--- config.mk ---
export PLATFORM = sky130hd
export DESIGN_NAME = sfg_guard
export DESIGN_NICKNAME = d
export VERILOG_FILES = /design/src/common/sfg_pkg.sv /design/src/common/sfg_link_if.sv /design/src/hw/sfg_guard.sv /design/src/hw/sfg_spi_rx.sv
export SDC_FILE = /design/constraint.sdc
export NUM_CORES = 1
export LEC_CHECK = 0
export BUFFER_PORTS_ARGS = -buffer_cell sky130_fd_sc_hd__buf_2
export CAP_MARGIN = 20
export CORE_AREA = 2 2 141 143
export CTS_BUF_LIST = sky130_fd_sc_hd__clkbuf_16
export DETAILED_ROUTE_END_ITERATION = 8
export DIE_AREA = 0 0 143 145
export SYNTH_ARGS = -nofsm -noshare
export SYNTH_HDL_FRONTEND = slang
export SYNTH_HIERARCHICAL = 1
export SYNTH_SLANG_ARGS = --single-unit
--- constraint.sdc ---
create_clock -name MCLK_I -period 5 [get_ports MCLK_I]
set_input_delay 0 -clock MCLK_I [delete_from_list [all_inputs] [get_ports MCLK_I]]
set_output_delay 0 -clock MCLK_I [all_outputs]
set_load 0.01 [all_outputs]
--- src/common/sfg_pkg.sv ---
// sfg_pkg: shared constants of the status and write-protection guard of a serial flash.
// assumes: one 20 MHz system clock; opcode values are local choices.
package sfg_pkg;

  // system clock rate
  localparam int CLK_MHZ = 20;

  // instruction opcodes
  localparam logic [7:0] OP_WRITE_ENABLE = 8'h06;
  localparam logic [7:0] OP_WRITE_DISABLE = 8'h04;
  localparam logic [7:0] OP_STATUS_READ = 8'h05;
  localparam logic [7:0] OP_CONFIG_READ = 8'h35;
  localparam logic [7:0] OP_REGISTER_WRITE = 8'h01;
  localparam logic [7:0] OP_PAGE_PROGRAM = 8'h02;
  localparam logic [7:0] OP_QUAD_PAGE_PROGRAM = 8'h32;
  localparam logic [7:0] OP_PARAM_ERASE_SMALL = 8'h20;
  localparam logic [7:0] OP_PARAM_ERASE_LARGE = 8'h40;
  localparam logic [7:0] OP_SECTOR_ERASE = 8'hD8;
  localparam logic [7:0] OP_BULK_ERASE = 8'hC7;
  localparam logic [7:0] OP_ONE_TIME_PROGRAM = 8'h42;
  localparam logic [7:0] OP_CLEAR_STATUS = 8'h30;

  // status byte field positions
  localparam int ST_BUSY = 0;
  localparam int ST_WRITE_LATCH = 1;
  localparam int ST_PROT_LSB = 2;
  localparam int ST_PROT_MSB = 4;
  localparam int ST_ERASE_ERR = 5;
  localparam int ST_PROG_ERR = 6;
  localparam int ST_REG_WRITE_DISABLE = 7;

  // configuration byte field positions, reserved bits read zero
  localparam int CF_QUAD = 1;
  localparam int CF_PARAM_PLACEMENT = 2;
  localparam int CF_PROT_VOLATILITY = 3;
  localparam int CF_PROT_ORIGIN = 5;
  localparam logic [7:0] CF_MASK = 8'h2E;
  localparam logic [7:0] CF_RESET = 8'h00;
  localparam logic [2:0] PROT_RESET = 3'h0;

  // frame byte counts per command
  localparam logic [2:0] LEN_SINGLE = 3'h1;
  localparam logic [2:0] LEN_ADDR = 3'h4;
  localparam logic [2:0] LEN_WRR_ST = 3'h2;
  localparam logic [2:0] LEN_WRR_BOTH = 3'h3;

  // self-timed operation durations in microseconds, and cycle counts
  localparam int WRR_TIME_US = 50;
  localparam int PROG_TIME_US = 100;
  localparam int ERASE_TIME_US = 200;
  localparam int WRR_CYC = WRR_TIME_US * CLK_MHZ;
  localparam int PROG_CYC = PROG_TIME_US * CLK_MHZ;
  localparam int ERASE_CYC = ERASE_TIME_US * CLK_MHZ;
  localparam int OP_CNT_W = 16;

  // kind of self-timed operation
  typedef enum logic [1:0] {OPK_REG, OPK_PROG, OPK_ERASE} sfg_opk_t;

endpackage

--- src/common/sfg_link_if.sv ---
// sfg_link_if: decoded serial frame events passed from the receiver to the guard core.
// assumes: both ends on the system clock.
`timescale 1ns/1ps
`default_nettype none
interface sfg_link_if;
  logic frame_start; // pulse, chip select fell
  logic frame_end; // pulse, chip select rose
  logic sck_fall; // pulse, serial clock fell inside frame
  logic byte_valid; // pulse, rx_byte complete
  logic [7:0] rx_byte;
  logic [2:0] byte_cnt; // bytes finished in frame, saturates at 7
  logic aligned; // no partial byte pending
  logic wp_n; // synchronised write-protect pin
  modport rx (output frame_start, frame_end, sck_fall, byte_valid, rx_byte, byte_cnt, aligned, wp_n);
  modport core (input frame_start, frame_end, sck_fall, byte_valid, rx_byte, byte_cnt, aligned, wp_n);
endinterface
`default_nettype wire

--- src/hw/sfg_guard.sv ---
// sfg_guard: status byte, write latch and write protection of a serial flash, mode-0 serial port.
// assumes: array program/erase internals outside; they report failure on the fail inputs.
// Summary of operation
// (RQ1) write-disable clears the write latch, blocking all program, erase and register writes
// (RQ2) host sends write-disable alone inside one chip-select frame
// (RQ3) latch clears at power-up and at completion of write-disable, register write, program, erase
// (RQ4) status read is served at any time, even while busy
// (RQ5) status byte repeats on serial output while chip select stays low
// (RQ6) host polls the busy flag before new commands
// (RQ7) status layout: 7 write disable, 6 prog err, 5 erase err, 4..2 protect, 1 latch, 0 busy
// (RQ8) busy flag is read-only, high during register write, program or erase
// (RQ9) write-enable sets the latch; modifying commands run only with latch set
// (RQ10) register write never changes the latch directly
// (RQ11) protect field volatile or non-volatile per configuration volatility bit
// (RQ12) nonzero protect field blocks program and erase in the protected area
// (RQ13) bulk erase runs only when the protect field is zero
// (RQ14) protect field defaults to 000
// (RQ15) erase error set on failed erase, cleared only by clear-status
// (RQ16) program error set on failed program, cleared only by clear-status
// (RQ17) write-disable bit set and protect pin low lock out register writes
// (RQ18) locked mode makes protect, write-disable and configuration bits read-only
// (RQ19) attempts at protected areas never set error flags
// (RQ20) configuration read is served at any time, even while busy
// (RQ21) configuration byte initially 00h
// (RQ22) locked mode ends only when protect pin goes high; entry in either order
// (RQ23) reserved bits read zero; register write leaves error and busy flags alone
// (RQ24) quad bit set disables locked mode
// (RQ25) 8-bit instructions msb first; replies msb first; output disabled otherwise
// (RQ26) write-disable acts only if chip select rises right after the instruction byte
`timescale 1ns/1ps
`default_nettype none
module sfg_guard
  import sfg_pkg::*;
#(
  parameter int WRR_CYCLES = WRR_CYC,
  parameter int PROG_CYCLES = PROG_CYC,
  parameter int ERASE_CYCLES = ERASE_CYC
) (
  input wire logic MCLK_I,
  input wire logic RST_N_I,
  input wire logic SCK_I,
  input wire logic CS_N_I,
  input wire logic SI_I,
  input wire logic WP_N_I,
  input wire logic PROG_FAIL_I,
  input wire logic ERASE_FAIL_I,
  output logic SO_O,
  output logic SO_OE_O,
  output logic BUSY_O
);

  // refuse durations the counter cannot hold
  if (WRR_CYCLES < 1 || PROG_CYCLES < 1 || ERASE_CYCLES < 1 ||
      WRR_CYCLES >= (1 << OP_CNT_W) || PROG_CYCLES >= (1 << OP_CNT_W) ||
      ERASE_CYCLES >= (1 << OP_CNT_W)) begin : g_bad_cycles
    $error("sfg_guard: operation cycle counts out of range");
  end

  typedef enum logic [1:0] {RD_NONE, RD_STATUS, RD_CONFIG} sfg_rd_t;
  typedef enum logic {OP_IDLE, OP_RUN} sfg_op_t;

  sfg_link_if lnk ();

  logic [7:0] cmd_reg;
  logic [23:0] addr_reg;
  logic [7:0] wrr_st_reg;
  logic [7:0] wrr_cf_reg;
  logic wrr_both_reg;
  logic write_latch_reg;
  logic [2:0] prot_nv_reg;
  logic [2:0] prot_vol_reg;
  logic reg_write_disable_reg;
  logic [7:0] cfg_reg;
  logic prog_err_reg;
  logic erase_err_reg;
  sfg_op_t op_state_reg;
  sfg_opk_t op_kind_reg;
  logic [OP_CNT_W-1:0] op_cnt_reg;
  sfg_rd_t rd_mode_reg;
  logic [2:0] tx_cnt_reg;
  logic [6:0] tx_shift_reg;
  logic [2:0] prot_field;
  logic busy;
  logic hw_locked;
  logic area_protected;
  logic op_done;
  logic [7:0] status_byte;
  logic [7:0] config_byte;
  logic do_exec;
  logic start_any;
  logic one_byte_cmd;
  logic clear_status_hit;
  logic start_wrr;
  logic start_prog;
  logic start_erase;
  logic [OP_CNT_W-1:0] op_len;
  logic [5:0] blk_idx;
  logic [5:0] blk_span;

  sfg_spi_rx u_rx (
    .clk_i(MCLK_I),
    .rst_n_i(RST_N_I),
    .sck_i(SCK_I),
    .cs_n_i(CS_N_I),
    .si_i(SI_I),
    .wp_n_i(WP_N_I),
    .lnk(lnk)
  );

  // visible protect field follows the volatility choice
  assign prot_field = cfg_reg[CF_PROT_VOLATILITY] ? prot_vol_reg : prot_nv_reg; // RQ11
  assign busy = (op_state_reg == OP_RUN); // RQ8
  // locked mode is a pure level of bit and pin, so entry order is free and exit needs the pin high
  assign hw_locked = reg_write_disable_reg & ~lnk.wp_n & ~cfg_reg[CF_QUAD]; // RQ17 RQ22 RQ24

  // assembled read-back bytes, reserved bits zero
  assign status_byte = {reg_write_disable_reg, prog_err_reg, erase_err_reg, prot_field,
                        write_latch_reg, busy}; // RQ7
  assign config_byte = cfg_reg & CF_MASK; // RQ23

  // protected region: 2^(field-1) of 64 blocks from top, whole array at 7, origin bit flips to bottom
  assign blk_idx = cfg_reg[CF_PROT_ORIGIN] ? ~addr_reg[21:16] : addr_reg[21:16];
  assign blk_span = 6'(6'h01 << (prot_field - 3'h1));
  assign area_protected = (prot_field == 3'h7) ||
                          ((prot_field != 3'h0) && (blk_idx >= 6'(7'h40 - {1'b0, blk_span}))); // RQ12

  // a command executes only when the frame ends on a byte boundary
  assign do_exec = lnk.frame_end & lnk.aligned; // RQ26
  assign start_wrr = do_exec && !busy && write_latch_reg && !hw_locked && (cmd_reg == OP_REGISTER_WRITE) &&
                     (lnk.byte_cnt == LEN_WRR_ST || lnk.byte_cnt == LEN_WRR_BOTH); // RQ9 RQ17
  assign start_prog = do_exec && !busy && write_latch_reg && lnk.byte_cnt > LEN_ADDR &&
                      (((cmd_reg == OP_PAGE_PROGRAM || cmd_reg == OP_QUAD_PAGE_PROGRAM) && !area_protected) ||
                       cmd_reg == OP_ONE_TIME_PROGRAM); // RQ9 RQ12
  assign start_erase = do_exec && !busy && write_latch_reg &&
                       (((cmd_reg == OP_PARAM_ERASE_SMALL || cmd_reg == OP_PARAM_ERASE_LARGE ||
                          cmd_reg == OP_SECTOR_ERASE) && lnk.byte_cnt == LEN_ADDR && !area_protected) ||
                        (cmd_reg == OP_BULK_ERASE && lnk.byte_cnt == LEN_SINGLE &&
                         prot_field == PROT_RESET)); // RQ12 RQ13
  assign op_done = busy && (op_cnt_reg == '0);

  // any self-timed operation starting now
  assign start_any = start_wrr || start_prog || start_erase;
  // one-byte frames are taken only while idle
  assign one_byte_cmd = do_exec && lnk.byte_cnt == LEN_SINGLE && !busy;
  assign clear_status_hit = one_byte_cmd && (cmd_reg == OP_CLEAR_STATUS);

  // duration of the operation being started
  always_comb begin
    op_len = OP_CNT_W'(WRR_CYCLES - 1);
    if (start_prog) begin
      op_len = OP_CNT_W'(PROG_CYCLES - 1);
    end else if (start_erase) begin
      op_len = OP_CNT_W'(ERASE_CYCLES - 1);
    end
  end

  // instruction byte, emptied at each frame start
  always_ff @(posedge MCLK_I or negedge RST_N_I) begin
    if (!RST_N_I) begin
      cmd_reg <= 8'h00;
    end else if (lnk.frame_start) begin
      cmd_reg <= 8'h00;
    end else if (lnk.byte_valid && lnk.byte_cnt == LEN_SINGLE) begin
      cmd_reg <= lnk.rx_byte; // RQ25
    end
  end

  // address or register-write bytes after the instruction
  always_ff @(posedge MCLK_I or negedge RST_N_I) begin
    if (!RST_N_I) begin
      addr_reg <= 24'h000000;
    end else if (lnk.byte_valid) begin
      case (lnk.byte_cnt)
        3'h2: addr_reg[23:16] <= lnk.rx_byte;
        3'h3: addr_reg[15:8] <= lnk.rx_byte;
        3'h4: addr_reg[7:0] <= lnk.rx_byte;
        default: ;
      endcase
    end
  end

  // register-write payload held until the self-timed cycle completes
  always_ff @(posedge MCLK_I or negedge RST_N_I) begin
    if (!RST_N_I) begin
      wrr_st_reg <= 8'h00;
      wrr_cf_reg <= 8'h00;
      wrr_both_reg <= 1'b0;
    end else if (start_wrr) begin
      wrr_st_reg <= addr_reg[23:16];
      wrr_cf_reg <= addr_reg[15:8];
      wrr_both_reg <= (lnk.byte_cnt == LEN_WRR_BOTH);
    end
  end

  // self-timed operation sequencer
  always_ff @(posedge MCLK_I or negedge RST_N_I) begin
    if (!RST_N_I) begin
      op_state_reg <= OP_IDLE;
      op_cnt_reg <= '0;
    end else begin
      case (op_state_reg)
        OP_IDLE: begin
          if (start_any) begin
            op_state_reg <= OP_RUN; // RQ8
            op_cnt_reg <= op_len;
          end
        end
        OP_RUN: begin
          if (op_cnt_reg == '0) begin
            op_state_reg <= OP_IDLE;
          end else begin
            op_cnt_reg <= op_cnt_reg - OP_CNT_W'(1);
          end
        end
        default: op_state_reg <= OP_IDLE;
      endcase
    end
  end

  // kind of operation, kept for the completion checks
  always_ff @(posedge MCLK_I or negedge RST_N_I) begin
    if (!RST_N_I) begin
      op_kind_reg <= OPK_REG;
    end else if (start_any) begin
      op_kind_reg <= start_prog ? OPK_PROG : (start_erase ? OPK_ERASE : OPK_REG);
    end
  end

  // write latch: set by write-enable, cleared by write-disable and on every completion
  always_ff @(posedge MCLK_I or negedge RST_N_I) begin
    if (!RST_N_I) begin
      write_latch_reg <= 1'b0; // RQ3
    end else if (op_done) begin
      write_latch_reg <= 1'b0; // RQ3 RQ10
    end else if (one_byte_cmd) begin
      if (cmd_reg == OP_WRITE_ENABLE) begin
        write_latch_reg <= 1'b1; // RQ9
      end else if (cmd_reg == OP_WRITE_DISABLE) begin
        write_latch_reg <= 1'b0; // RQ1 RQ3 RQ26
      end
    end
  end

  // protect and write-disable bits, written only by a completed register write
  always_ff @(posedge MCLK_I or negedge RST_N_I) begin
    if (!RST_N_I) begin
      prot_nv_reg <= PROT_RESET; // RQ14
      prot_vol_reg <= PROT_RESET; // RQ14
      reg_write_disable_reg <= 1'b0;
    end else if (op_done && op_kind_reg == OPK_REG) begin
      // locked mode already refused the write at its start
      prot_vol_reg <= wrr_st_reg[ST_PROT_MSB:ST_PROT_LSB]; // RQ12 RQ18
      if (!cfg_reg[CF_PROT_VOLATILITY]) begin
        prot_nv_reg <= wrr_st_reg[ST_PROT_MSB:ST_PROT_LSB]; // RQ11
      end
      reg_write_disable_reg <= wrr_st_reg[ST_REG_WRITE_DISABLE];
    end
  end

  // configuration bits, loaded only by a completed three-byte register write
  always_ff @(posedge MCLK_I or negedge RST_N_I) begin
    if (!RST_N_I) begin
      cfg_reg <= CF_RESET; // RQ21
    end else if (op_done && op_kind_reg == OPK_REG && wrr_both_reg) begin
      cfg_reg <= wrr_cf_reg & CF_MASK; // RQ18 RQ23
    end
  end

  // program error: set on failed completion, cleared by clear-status, set wins
  always_ff @(posedge MCLK_I or negedge RST_N_I) begin
    if (!RST_N_I) begin
      prog_err_reg <= 1'b0;
    end else if (op_done && op_kind_reg == OPK_PROG && PROG_FAIL_I) begin
      prog_err_reg <= 1'b1; // RQ16 RQ19
    end else if (clear_status_hit) begin
      prog_err_reg <= 1'b0; // RQ16
    end
  end

  // erase error: same scheme for erase completions
  always_ff @(posedge MCLK_I or negedge RST_N_I) begin
    if (!RST_N_I) begin
      erase_err_reg <= 1'b0;
    end else if (op_done && op_kind_reg == OPK_ERASE && ERASE_FAIL_I) begin
      erase_err_reg <= 1'b1; // RQ15 RQ19
    end else if (clear_status_hit) begin
      erase_err_reg <= 1'b0; // RQ15
    end
  end

  // read mode chosen by the first byte, accepted even while busy
  always_ff @(posedge MCLK_I or negedge RST_N_I) begin
    if (!RST_N_I) begin
      rd_mode_reg <= RD_NONE;
    end else if (lnk.frame_start || lnk.frame_end) begin
      rd_mode_reg <= RD_NONE;
    end else if (lnk.byte_valid && lnk.byte_cnt == LEN_SINGLE) begin
      case (lnk.rx_byte)
        OP_STATUS_READ: rd_mode_reg <= RD_STATUS; // RQ4
        OP_CONFIG_READ: rd_mode_reg <= RD_CONFIG; // RQ20
        default: rd_mode_reg <= RD_NONE;
      endcase
    end
  end

  // serial output: reload a fresh snapshot every byte, msb first, on falling clock
  always_ff @(posedge MCLK_I or negedge RST_N_I) begin
    if (!RST_N_I) begin
      tx_cnt_reg <= 3'h0;
      tx_shift_reg <= 7'h00;
      SO_O <= 1'b0;
      SO_OE_O <= 1'b0;
    end else if (lnk.frame_end || lnk.frame_start) begin
      tx_cnt_reg <= 3'h0;
      SO_OE_O <= 1'b0; // RQ25
    end else if (lnk.sck_fall && rd_mode_reg != RD_NONE) begin
      SO_OE_O <= 1'b1;
      tx_cnt_reg <= tx_cnt_reg + 3'h1;
      if (tx_cnt_reg == 3'h0) begin
        if (rd_mode_reg == RD_STATUS) begin
          SO_O <= status_byte[7]; // RQ5
          tx_shift_reg <= status_byte[6:0]; // RQ5
        end else begin
          SO_O <= config_byte[7]; // RQ20
          tx_shift_reg <= config_byte[6:0];
        end
      end else begin
        SO_O <= tx_shift_reg[6]; // RQ25
        tx_shift_reg <= {tx_shift_reg[5:0], 1'b0};
      end
    end
  end

  // busy mirrored on a pin for the array side
  always_ff @(posedge MCLK_I or negedge RST_N_I) begin
    if (!RST_N_I) begin
      BUSY_O <= 1'b0;
    end else begin
      BUSY_O <= start_any || (busy && !op_done);
    end
  end

endmodule
`default_nettype wire

--- src/hw/sfg_spi_rx.sv ---
// sfg_spi_rx: synchronises the serial pins and turns mode-0 frames into byte events.
// assumes: serial clock far slower than the system clock.
`timescale 1ns/1ps
`default_nettype none
module sfg_spi_rx
  import sfg_pkg::*;
(
  input wire logic clk_i,
  input wire logic rst_n_i,
  input wire logic sck_i,
  input wire logic cs_n_i,
  input wire logic si_i,
  input wire logic wp_n_i,
  sfg_link_if.rx lnk
);

  logic [3:0] pin_raw;
  logic [3:0] meta_reg;
  logic [3:0] sync_reg;
  logic sck_d_reg;
  logic cs_d_reg;
  logic [2:0] bit_cnt_reg;
  logic [6:0] shift_reg;
  logic sck_rise;
  logic sck_fall;

  assign pin_raw = {wp_n_i, si_i, cs_n_i, sck_i};

  // two-stage synchroniser per pin
  for (genvar i = 0; i < 4; i++) begin : g_sync
    always_ff @(posedge clk_i or negedge rst_n_i) begin
      if (!rst_n_i) begin
        meta_reg[i] <= 1'b1;
        sync_reg[i] <= 1'b1;
      end else begin
        meta_reg[i] <= pin_raw[i];
        sync_reg[i] <= meta_reg[i];
      end
    end
  end

  assign sck_rise = sync_reg[0] & ~sck_d_reg & ~sync_reg[1];
  assign sck_fall = ~sync_reg[0] & sck_d_reg & ~sync_reg[1];

  // edge history
  always_ff @(posedge clk_i or negedge rst_n_i) begin
    if (!rst_n_i) begin
      sck_d_reg <= 1'b0;
      cs_d_reg <= 1'b1;
    end else begin
      sck_d_reg <= sync_reg[0];
      cs_d_reg <= sync_reg[1];
    end
  end

  // msb-first shifting and byte counting
  always_ff @(posedge clk_i or negedge rst_n_i) begin
    if (!rst_n_i) begin
      bit_cnt_reg <= 3'h0;
      shift_reg <= 7'h00;
      lnk.byte_valid <= 1'b0;
      lnk.rx_byte <= 8'h00;
      lnk.byte_cnt <= 3'h0;
    end else begin
      lnk.byte_valid <= 1'b0;
      if (sync_reg[1]) begin
        bit_cnt_reg <= 3'h0;
      end else if (lnk.frame_start) begin
        bit_cnt_reg <= 3'h0;
        lnk.byte_cnt <= 3'h0;
      end else if (sck_rise) begin
        bit_cnt_reg <= bit_cnt_reg + 3'h1;
        shift_reg <= {shift_reg[5:0], sync_reg[2]};
        if (bit_cnt_reg == 3'h7) begin
          lnk.byte_valid <= 1'b1;
          lnk.rx_byte <= {shift_reg, sync_reg[2]};
          if (lnk.byte_cnt != 3'h7) begin
            lnk.byte_cnt <= lnk.byte_cnt + 3'h1;
          end
        end
      end
    end
  end

  // frame events
  always_ff @(posedge clk_i or negedge rst_n_i) begin
    if (!rst_n_i) begin
      lnk.frame_start <= 1'b0;
      lnk.frame_end <= 1'b0;
      lnk.sck_fall <= 1'b0;
      lnk.aligned <= 1'b1;
      lnk.wp_n <= 1'b1;
    end else begin
      lnk.frame_start <= cs_d_reg & ~sync_reg[1];
      lnk.frame_end <= ~cs_d_reg & sync_reg[1];
      lnk.sck_fall <= sck_fall;
      lnk.aligned <= (bit_cnt_reg == 3'h0) && !sck_rise;
      lnk.wp_n <= sync_reg[3];
    end
  end

endmodule
`default_nettype wire

; Word-level counts from Yosys, hierarchy flattened
; Index checks and enable logic that the tools add are counted.
; W data, S select, Z words.
[word_totals]
reg_bits = 122
out_inout_bits = 3
[classes]
n_addsub = 6
n_mux = 43
order_cmp = 2
n_eq_ne = 25
bitwise = 20
shift = 1
reduce_logical = 71
[op_table]
columns = op, count
row1 = $mux W16, 3
row2 = $eq A8 B6 Y1 const B, 4
row3 = $pmux W16 S2, 1
row4 = $mux W3, 10
row5 = $logic_and A1 B1 Y1, 28
row6 = $eq A8 B3 Y1 const B, 3
row7 = $reduce_bool A2 Y1, 10
row8 = $mux W1, 17
row9 = $eq A8 B7 Y1 const B, 2
row10 = $eq A8 B8 Y1 const B, 2
row11 = $logic_not A16 Y1, 1
row12 = $mux W8, 2
row13 = $sub A16 B1 Y16 const B, 1
row14 = $mux W7, 2
row15 = $mux W12, 1
row16 = $reduce_and A2 Y1, 6
row17 = $logic_or A1 B1 Y1, 11
row18 = $not A1 Y1, 10
row19 = $add A3 B1 Y3 const B, 3
row20 = $and A1 B1 Y1, 9
row21 = $eq A3 B3 Y1 const B, 3
row22 = $logic_not A3 Y1, 3
row23 = $reduce_bool A3 Y1, 3
row24 = $eq A8 B1 Y1 const B, 1
row25 = 21 further kinds, 32

; Logic depth before layout (Yosys ltp)
[depth]
depth_word = 15
mapped_depth = 17
ltp_nobuf = 16

; Hierarchy
; Netlist, hierarchy kept.
[modules_own_cells]
columns = module, instances, cells_per_inst, area_each_um2
row1 = sfg_guard, 1, 400, 4061.4
row2 = sfg_spi_rx, 1, 90, 1407.6

; Worst setup path after synthesis
; No wires, ideal clock.
[synth_timing]
path_type = reg2reg
start = register cfg_reg[3]
end = register op_cnt_reg[4]
arrival_time_ns = 3.415
slack_ns = 1.459
path_buffers = 2
t_required_ns = 4.874
path_stages_with_launch = 17
cell_sequence = dfrtp_1 buf_2 mux2i_1 inv_1 or3_1 ha_1 nor3_1 a21oi_1 o21ai_0 ha_1 nand2_1 o211ai_1 a31o_2 o21ai_0 a21boi_2 buf_6 a221o_1
[synth_via]
elab_chain_cells = 15
[synth_lines]
columns = item, line
row1 = start: declaration, sfg_guard.sv:73  ; logic [7:0] cfg_reg;
row2 = start signal: assignment, sfg_guard.sv:265  ; cfg_reg <= wrr_cf_reg & CF_MASK;
row3 = $mux W3 (*), sfg_guard.sv:111  ; assign prot_field = cfg_reg[CF_PROT_VOLATILITY] ? prot_vol_reg : prot_nv_reg;
row4 = $sub A3 B1 Y3, sfg_guard.sv:123  ; assign blk_span = 6'(6'h01 << (prot_field - 3'h1));
row5 = $shl A1 B3 Y6, sfg_guard.sv:123
row6 = $sub A1 B6 Y6, sfg_guard.sv:125  ; ((prot_field != 3'h0) && (blk_idx >= 6'(7'h40 - {1'b0, blk_span})));
row7 = $ge A6 B6 Y1, sfg_guard.sv:125
row8 = $logic_and A1 B1 Y1, sfg_guard.sv:125
row9 = $logic_or A1 B1 Y1, sfg_guard.sv:124  ; assign area_protected = (prot_field == 3'h7) ||
row10 = $logic_not A1 Y1, "sfg_guard.sv:132, sfg_guard.sv:136"
row11 = "$logic_and A1 B1 Y1, on equally long branches", "sfg_guard.sv:136, sfg_guard.sv:132"
row12 = "$logic_or A1 B1 Y1, on equally long branches", "sfg_guard.sv:136, sfg_guard.sv:132"
row13 = "$logic_and A1 B1 Y1, on equally long branches", "sfg_guard.sv:134, sfg_guard.sv:131"
row14 = $mux W12 or $logic_or A1 B1 Y1 (tied branches), "sfg_guard.sv:152, sfg_guard.sv:142"
row15 = $mux W16 or $logic_or A1 B1 Y1 (tied branches), "sfg_guard.sv:150, sfg_guard.sv:142"
row16 = $mux W16 or $ne A2 B2 Y1 (tied branches), -
row17 = $pmux W16 S2 or $reduce_and A2 Y1 (tied branches), -
row18 = end signal: assignment, sfg_guard.sv:205  ; op_cnt_reg <= op_len;
row19 = end signal: assignment, sfg_guard.sv:212  ; op_cnt_reg <= op_cnt_reg - OP_CNT_W'(1);
row20 = end: declaration, sfg_guard.sv:78  ; logic [OP_CNT_W-1:0] op_cnt_reg;
; Mark *: on every way between the ends. The rest lies on a longest branch, timed or not. The select of a mux whose other input is x is not followed.
; A chain may end at the register's enable or synchronous reset.

; Worst setup path in the final report
; Ends and elaborated chain as after synthesis.

==> results.tsv <==
metric	value	unit
part of the Yosys area used for sequential elements	52.0	%
DRC	0	
setup tns final	0	ns
Crit-path slowest cell	a21boi_2	
footprint of the multi-input gates	2480	um2
status	completed	
actual slew at the worst max-slew pin	0.916	ns
antenna fix cells	0	
CTS Buf Count	17	
post-DP HPWL	8000	um
drt wl/cell	14.3	um
cell mode on critical path	o21ai_0	
Critical Path Sink Type	flip-flop	
YS warnings	6	
Worst Hold Path EP	u_rx/meta_reg[2]	
final net count	539	
Max-cap violations	0	
Port Buffers	10	
Fillers	1888	
Leakage	3.04	nW
reg-to-reg startpoint	cfg_reg[3]	
total wire length	11300	um
ys async rst share	100	%
DR vias	3799	
Buf/Inv on CP	1	
global-route usage over all layers	11.9	%
Area Growth Syn to Fin	18.5	%
Reg clk slew, reported paths	0.05	ns
vias in the first global route	3920	
Core ar.	19200	um2
Netlist cell types	66	
CTS sink cnt	113	
via/cell ratio	4.79	
row count	51	
I/O pins	11	
first-pass GRT wire length	19600	um
H-tree depth	4	
fin. max-slew vios	0	
CP arrival	4.43	ns
Worst Setup Path Type	reg2reg	
number of DRC markers in iteration 0	211	
most frequent cells in the layout	102 x dfrtp_1, 45 x mux2_2, 42 x nand2_1, 35 x nor2_1, 23 x o21ai_0	
Hold/Removal Path Class	in2reg	
Fmax	0.242	GHz
total grt overflow	0	
RSZ-0062 raised after global routing	no	
Final Hold Fails	0	
headroom to the max-slew limit	38.9	%
Worst path max stage delay	0.58	ns
Final period util	82.7	%
largest net degree at the start of global routing	75	
CTS tree	yes	
Hold Path Depth	2	
FF-to-FF End	op_cnt_reg[4]	
Reg area	2840	um2
Hold Path Origin	SI_I	
die area	20700	um2
Reg2Reg Setup Slack	0.86	ns
fin worst setup slack	0.865	ns
antenna violations before repair	0	
Crit Path Max Fanout	12	
P per Cell Area	357	nW/um2
Seq cells post-synth	113	
Clock Path Buffers	2	
Avg Inst Size Synth	11.2	um2
clock latency on the worst-skew pair	0.41	ns
Worst VDD drop	0.166	mV
CP Launch Type	flip-flop	
post-route ant nets	0	
gpl congestion	0.821	
starting density of the core	28.5	%
prevailing post-synth register cell	dfrtp_1	
Post-Synthesis Cell Area	5470	um2
most common cell after layout, fill and taps aside	dfrtp_1	
max reg flops	16	
Critical Path Source	cfg_reg[3]	
cell family with most CP delay	compound AO/OA/AOI/OAI gates	
DRT Pass-1 Iters	5	
DIE WIDTH	143	um
layout cells sized above 1	21.4	%
# setup viols final	0	
clock skew	0.0101	ns
Final Critical Period	4.14	ns
Root Driver	clkbuf_16	
Worst EP required	5.30	ns
Post-Synthesis Net Count	514	
Synth Instances	490	
CP cell instances	mux2i_1 > inv_1 > or3_1 > ha_1 > nor3_1 > a21oi_1 > o21ai_0 > ha_1 > nand2_1 > o211ai_1 > a31o_2 > o21ai_0 > a21boi_2 > o21ai_0 > a221o_1	
die height	145	um
worst reg-to-reg path cell count	15	
post-CTS sizing	0	
number of synthesized flops with an enable pin	0	
Worst Setup Slack post-DPL	0.909	ns
[what timing repair did]
action,4_1_cts,5_1_grt
hold buffers,7,0
setup buffers,0,0
hold endpoints to repair,74,0
[how the worst max path moves through the flow]
stage / endpoint / depth (start not counted)
2_1_floorplan: op_cnt_reg[4] / 16
3_3_place_gp: op_cnt_reg[4] / 15
3_5_place_dp: op_cnt_reg[4] / 15
4_1_cts: op_cnt_reg[4] / 15
5_1_grt: op_cnt_reg[4] / 15
6_report: op_cnt_reg[4] / 15
[layout make-up]
cell class / count / share of cell area [%]
Inverter: 19 / 1.10
Sequential cell: 113 / 43.8
Clock inverter: 15 / 3.05
Timing Repair Buffer: 18 / 2.01
Multi-Input combinational cell: 346 / 38.3
Tap cell: 265 / 5.11
Clock buffer: 17 / 6.56
[logic make-up after synthesis]
logic type | count (synthesis) | synth area share [%]
buf+inv | 31 | 2.61
compound gates | 89 | 11.3
xor+xnor | 14 | 2.24
simple gates | 175 | 17.7
mux | 52 | 10.5
fa+ha+maj | 16 | 3.66
flops | 113 | 52.0
[cells in the mapped netlist, types with 3 or more instances]
master | count | area, um2
a211oi_1 | 3 | 22.5
a21oi_1 | 17 | 85.1
a221oi_1 | 3 | 26.3
a22o_1 | 9 | 78.8
a2bb2oi_1 | 3 | 26.3
a31oi_1 | 4 | 25.0
and3_1 | 6 | 37.5
buf_2 | 3 | 15.0
buf_6 | 3 | 33.8
clkbuf_1 | 6 | 22.5
dfrtp_1 | 102 | 2550
dfstp_2 | 11 | 289
ha_1 | 16 | 200
inv_1 | 19 | 71.3
mux2_2 | 45 | 507
mux2i_1 | 7 | 70.1
nand2_1 | 42 | 158
nand2b_1 | 8 | 50.1
nand3_1 | 12 | 60.1
nand3b_1 | 3 | 22.5
nand4_1 | 3 | 18.8
nor2_1 | 35 | 131
nor2b_1 | 8 | 50.1
nor3_1 | 22 | 110
nor3b_1 | 5 | 37.5
nor4_1 | 3 | 18.8
o21ai_0 | 23 | 115
o311ai_0 | 3 | 26.3
o31ai_1 | 4 | 30.0
or3_1 | 4 | 25.0
or4_1 | 3 | 22.5
xnor2_1 | 6 | 52.6
xor2_1 | 8 | 70.1
[where the power goes]
part / total [mW] / internal (mW) / switching [mW]
registers: 0.973 / 0.949 / 0.0234
logic: 0.0599 / 0.0289 / 0.0311
clock network: 1.28 / 0.871 / 0.408
total: 2.31 / 1.85 / 0.463
[routing by layer]
layer / GRT usage, % / up-vias / wire length (um)
met4: 5.84 / 0 / 257
met3: 3.73 / 21 / 349
li1: - / 1822 / -
met1: 15.2 / 1893 / 5420
met2: 18.1 / 63 / 5310
met5: 0 / - / 0
[metrics by stage]
stage          util (%)  total power [mW]  hold WS (ns)  cells  cell area, um2
3_3_place_gp       30.1              1.04         0.106    754            5790
2_1_floorplan         -              1.01        -0.296    490            5470
5_1_grt            33.8              2.40         0.225    793            6480
4_1_cts            33.8              2.34         0.213    793            6480
3_5_place_dp       30.1              1.04         0.107    754            5790
6_report           33.8              2.31         0.230    793            6480
Note: power is estimated with default switching activity, not from simulation.
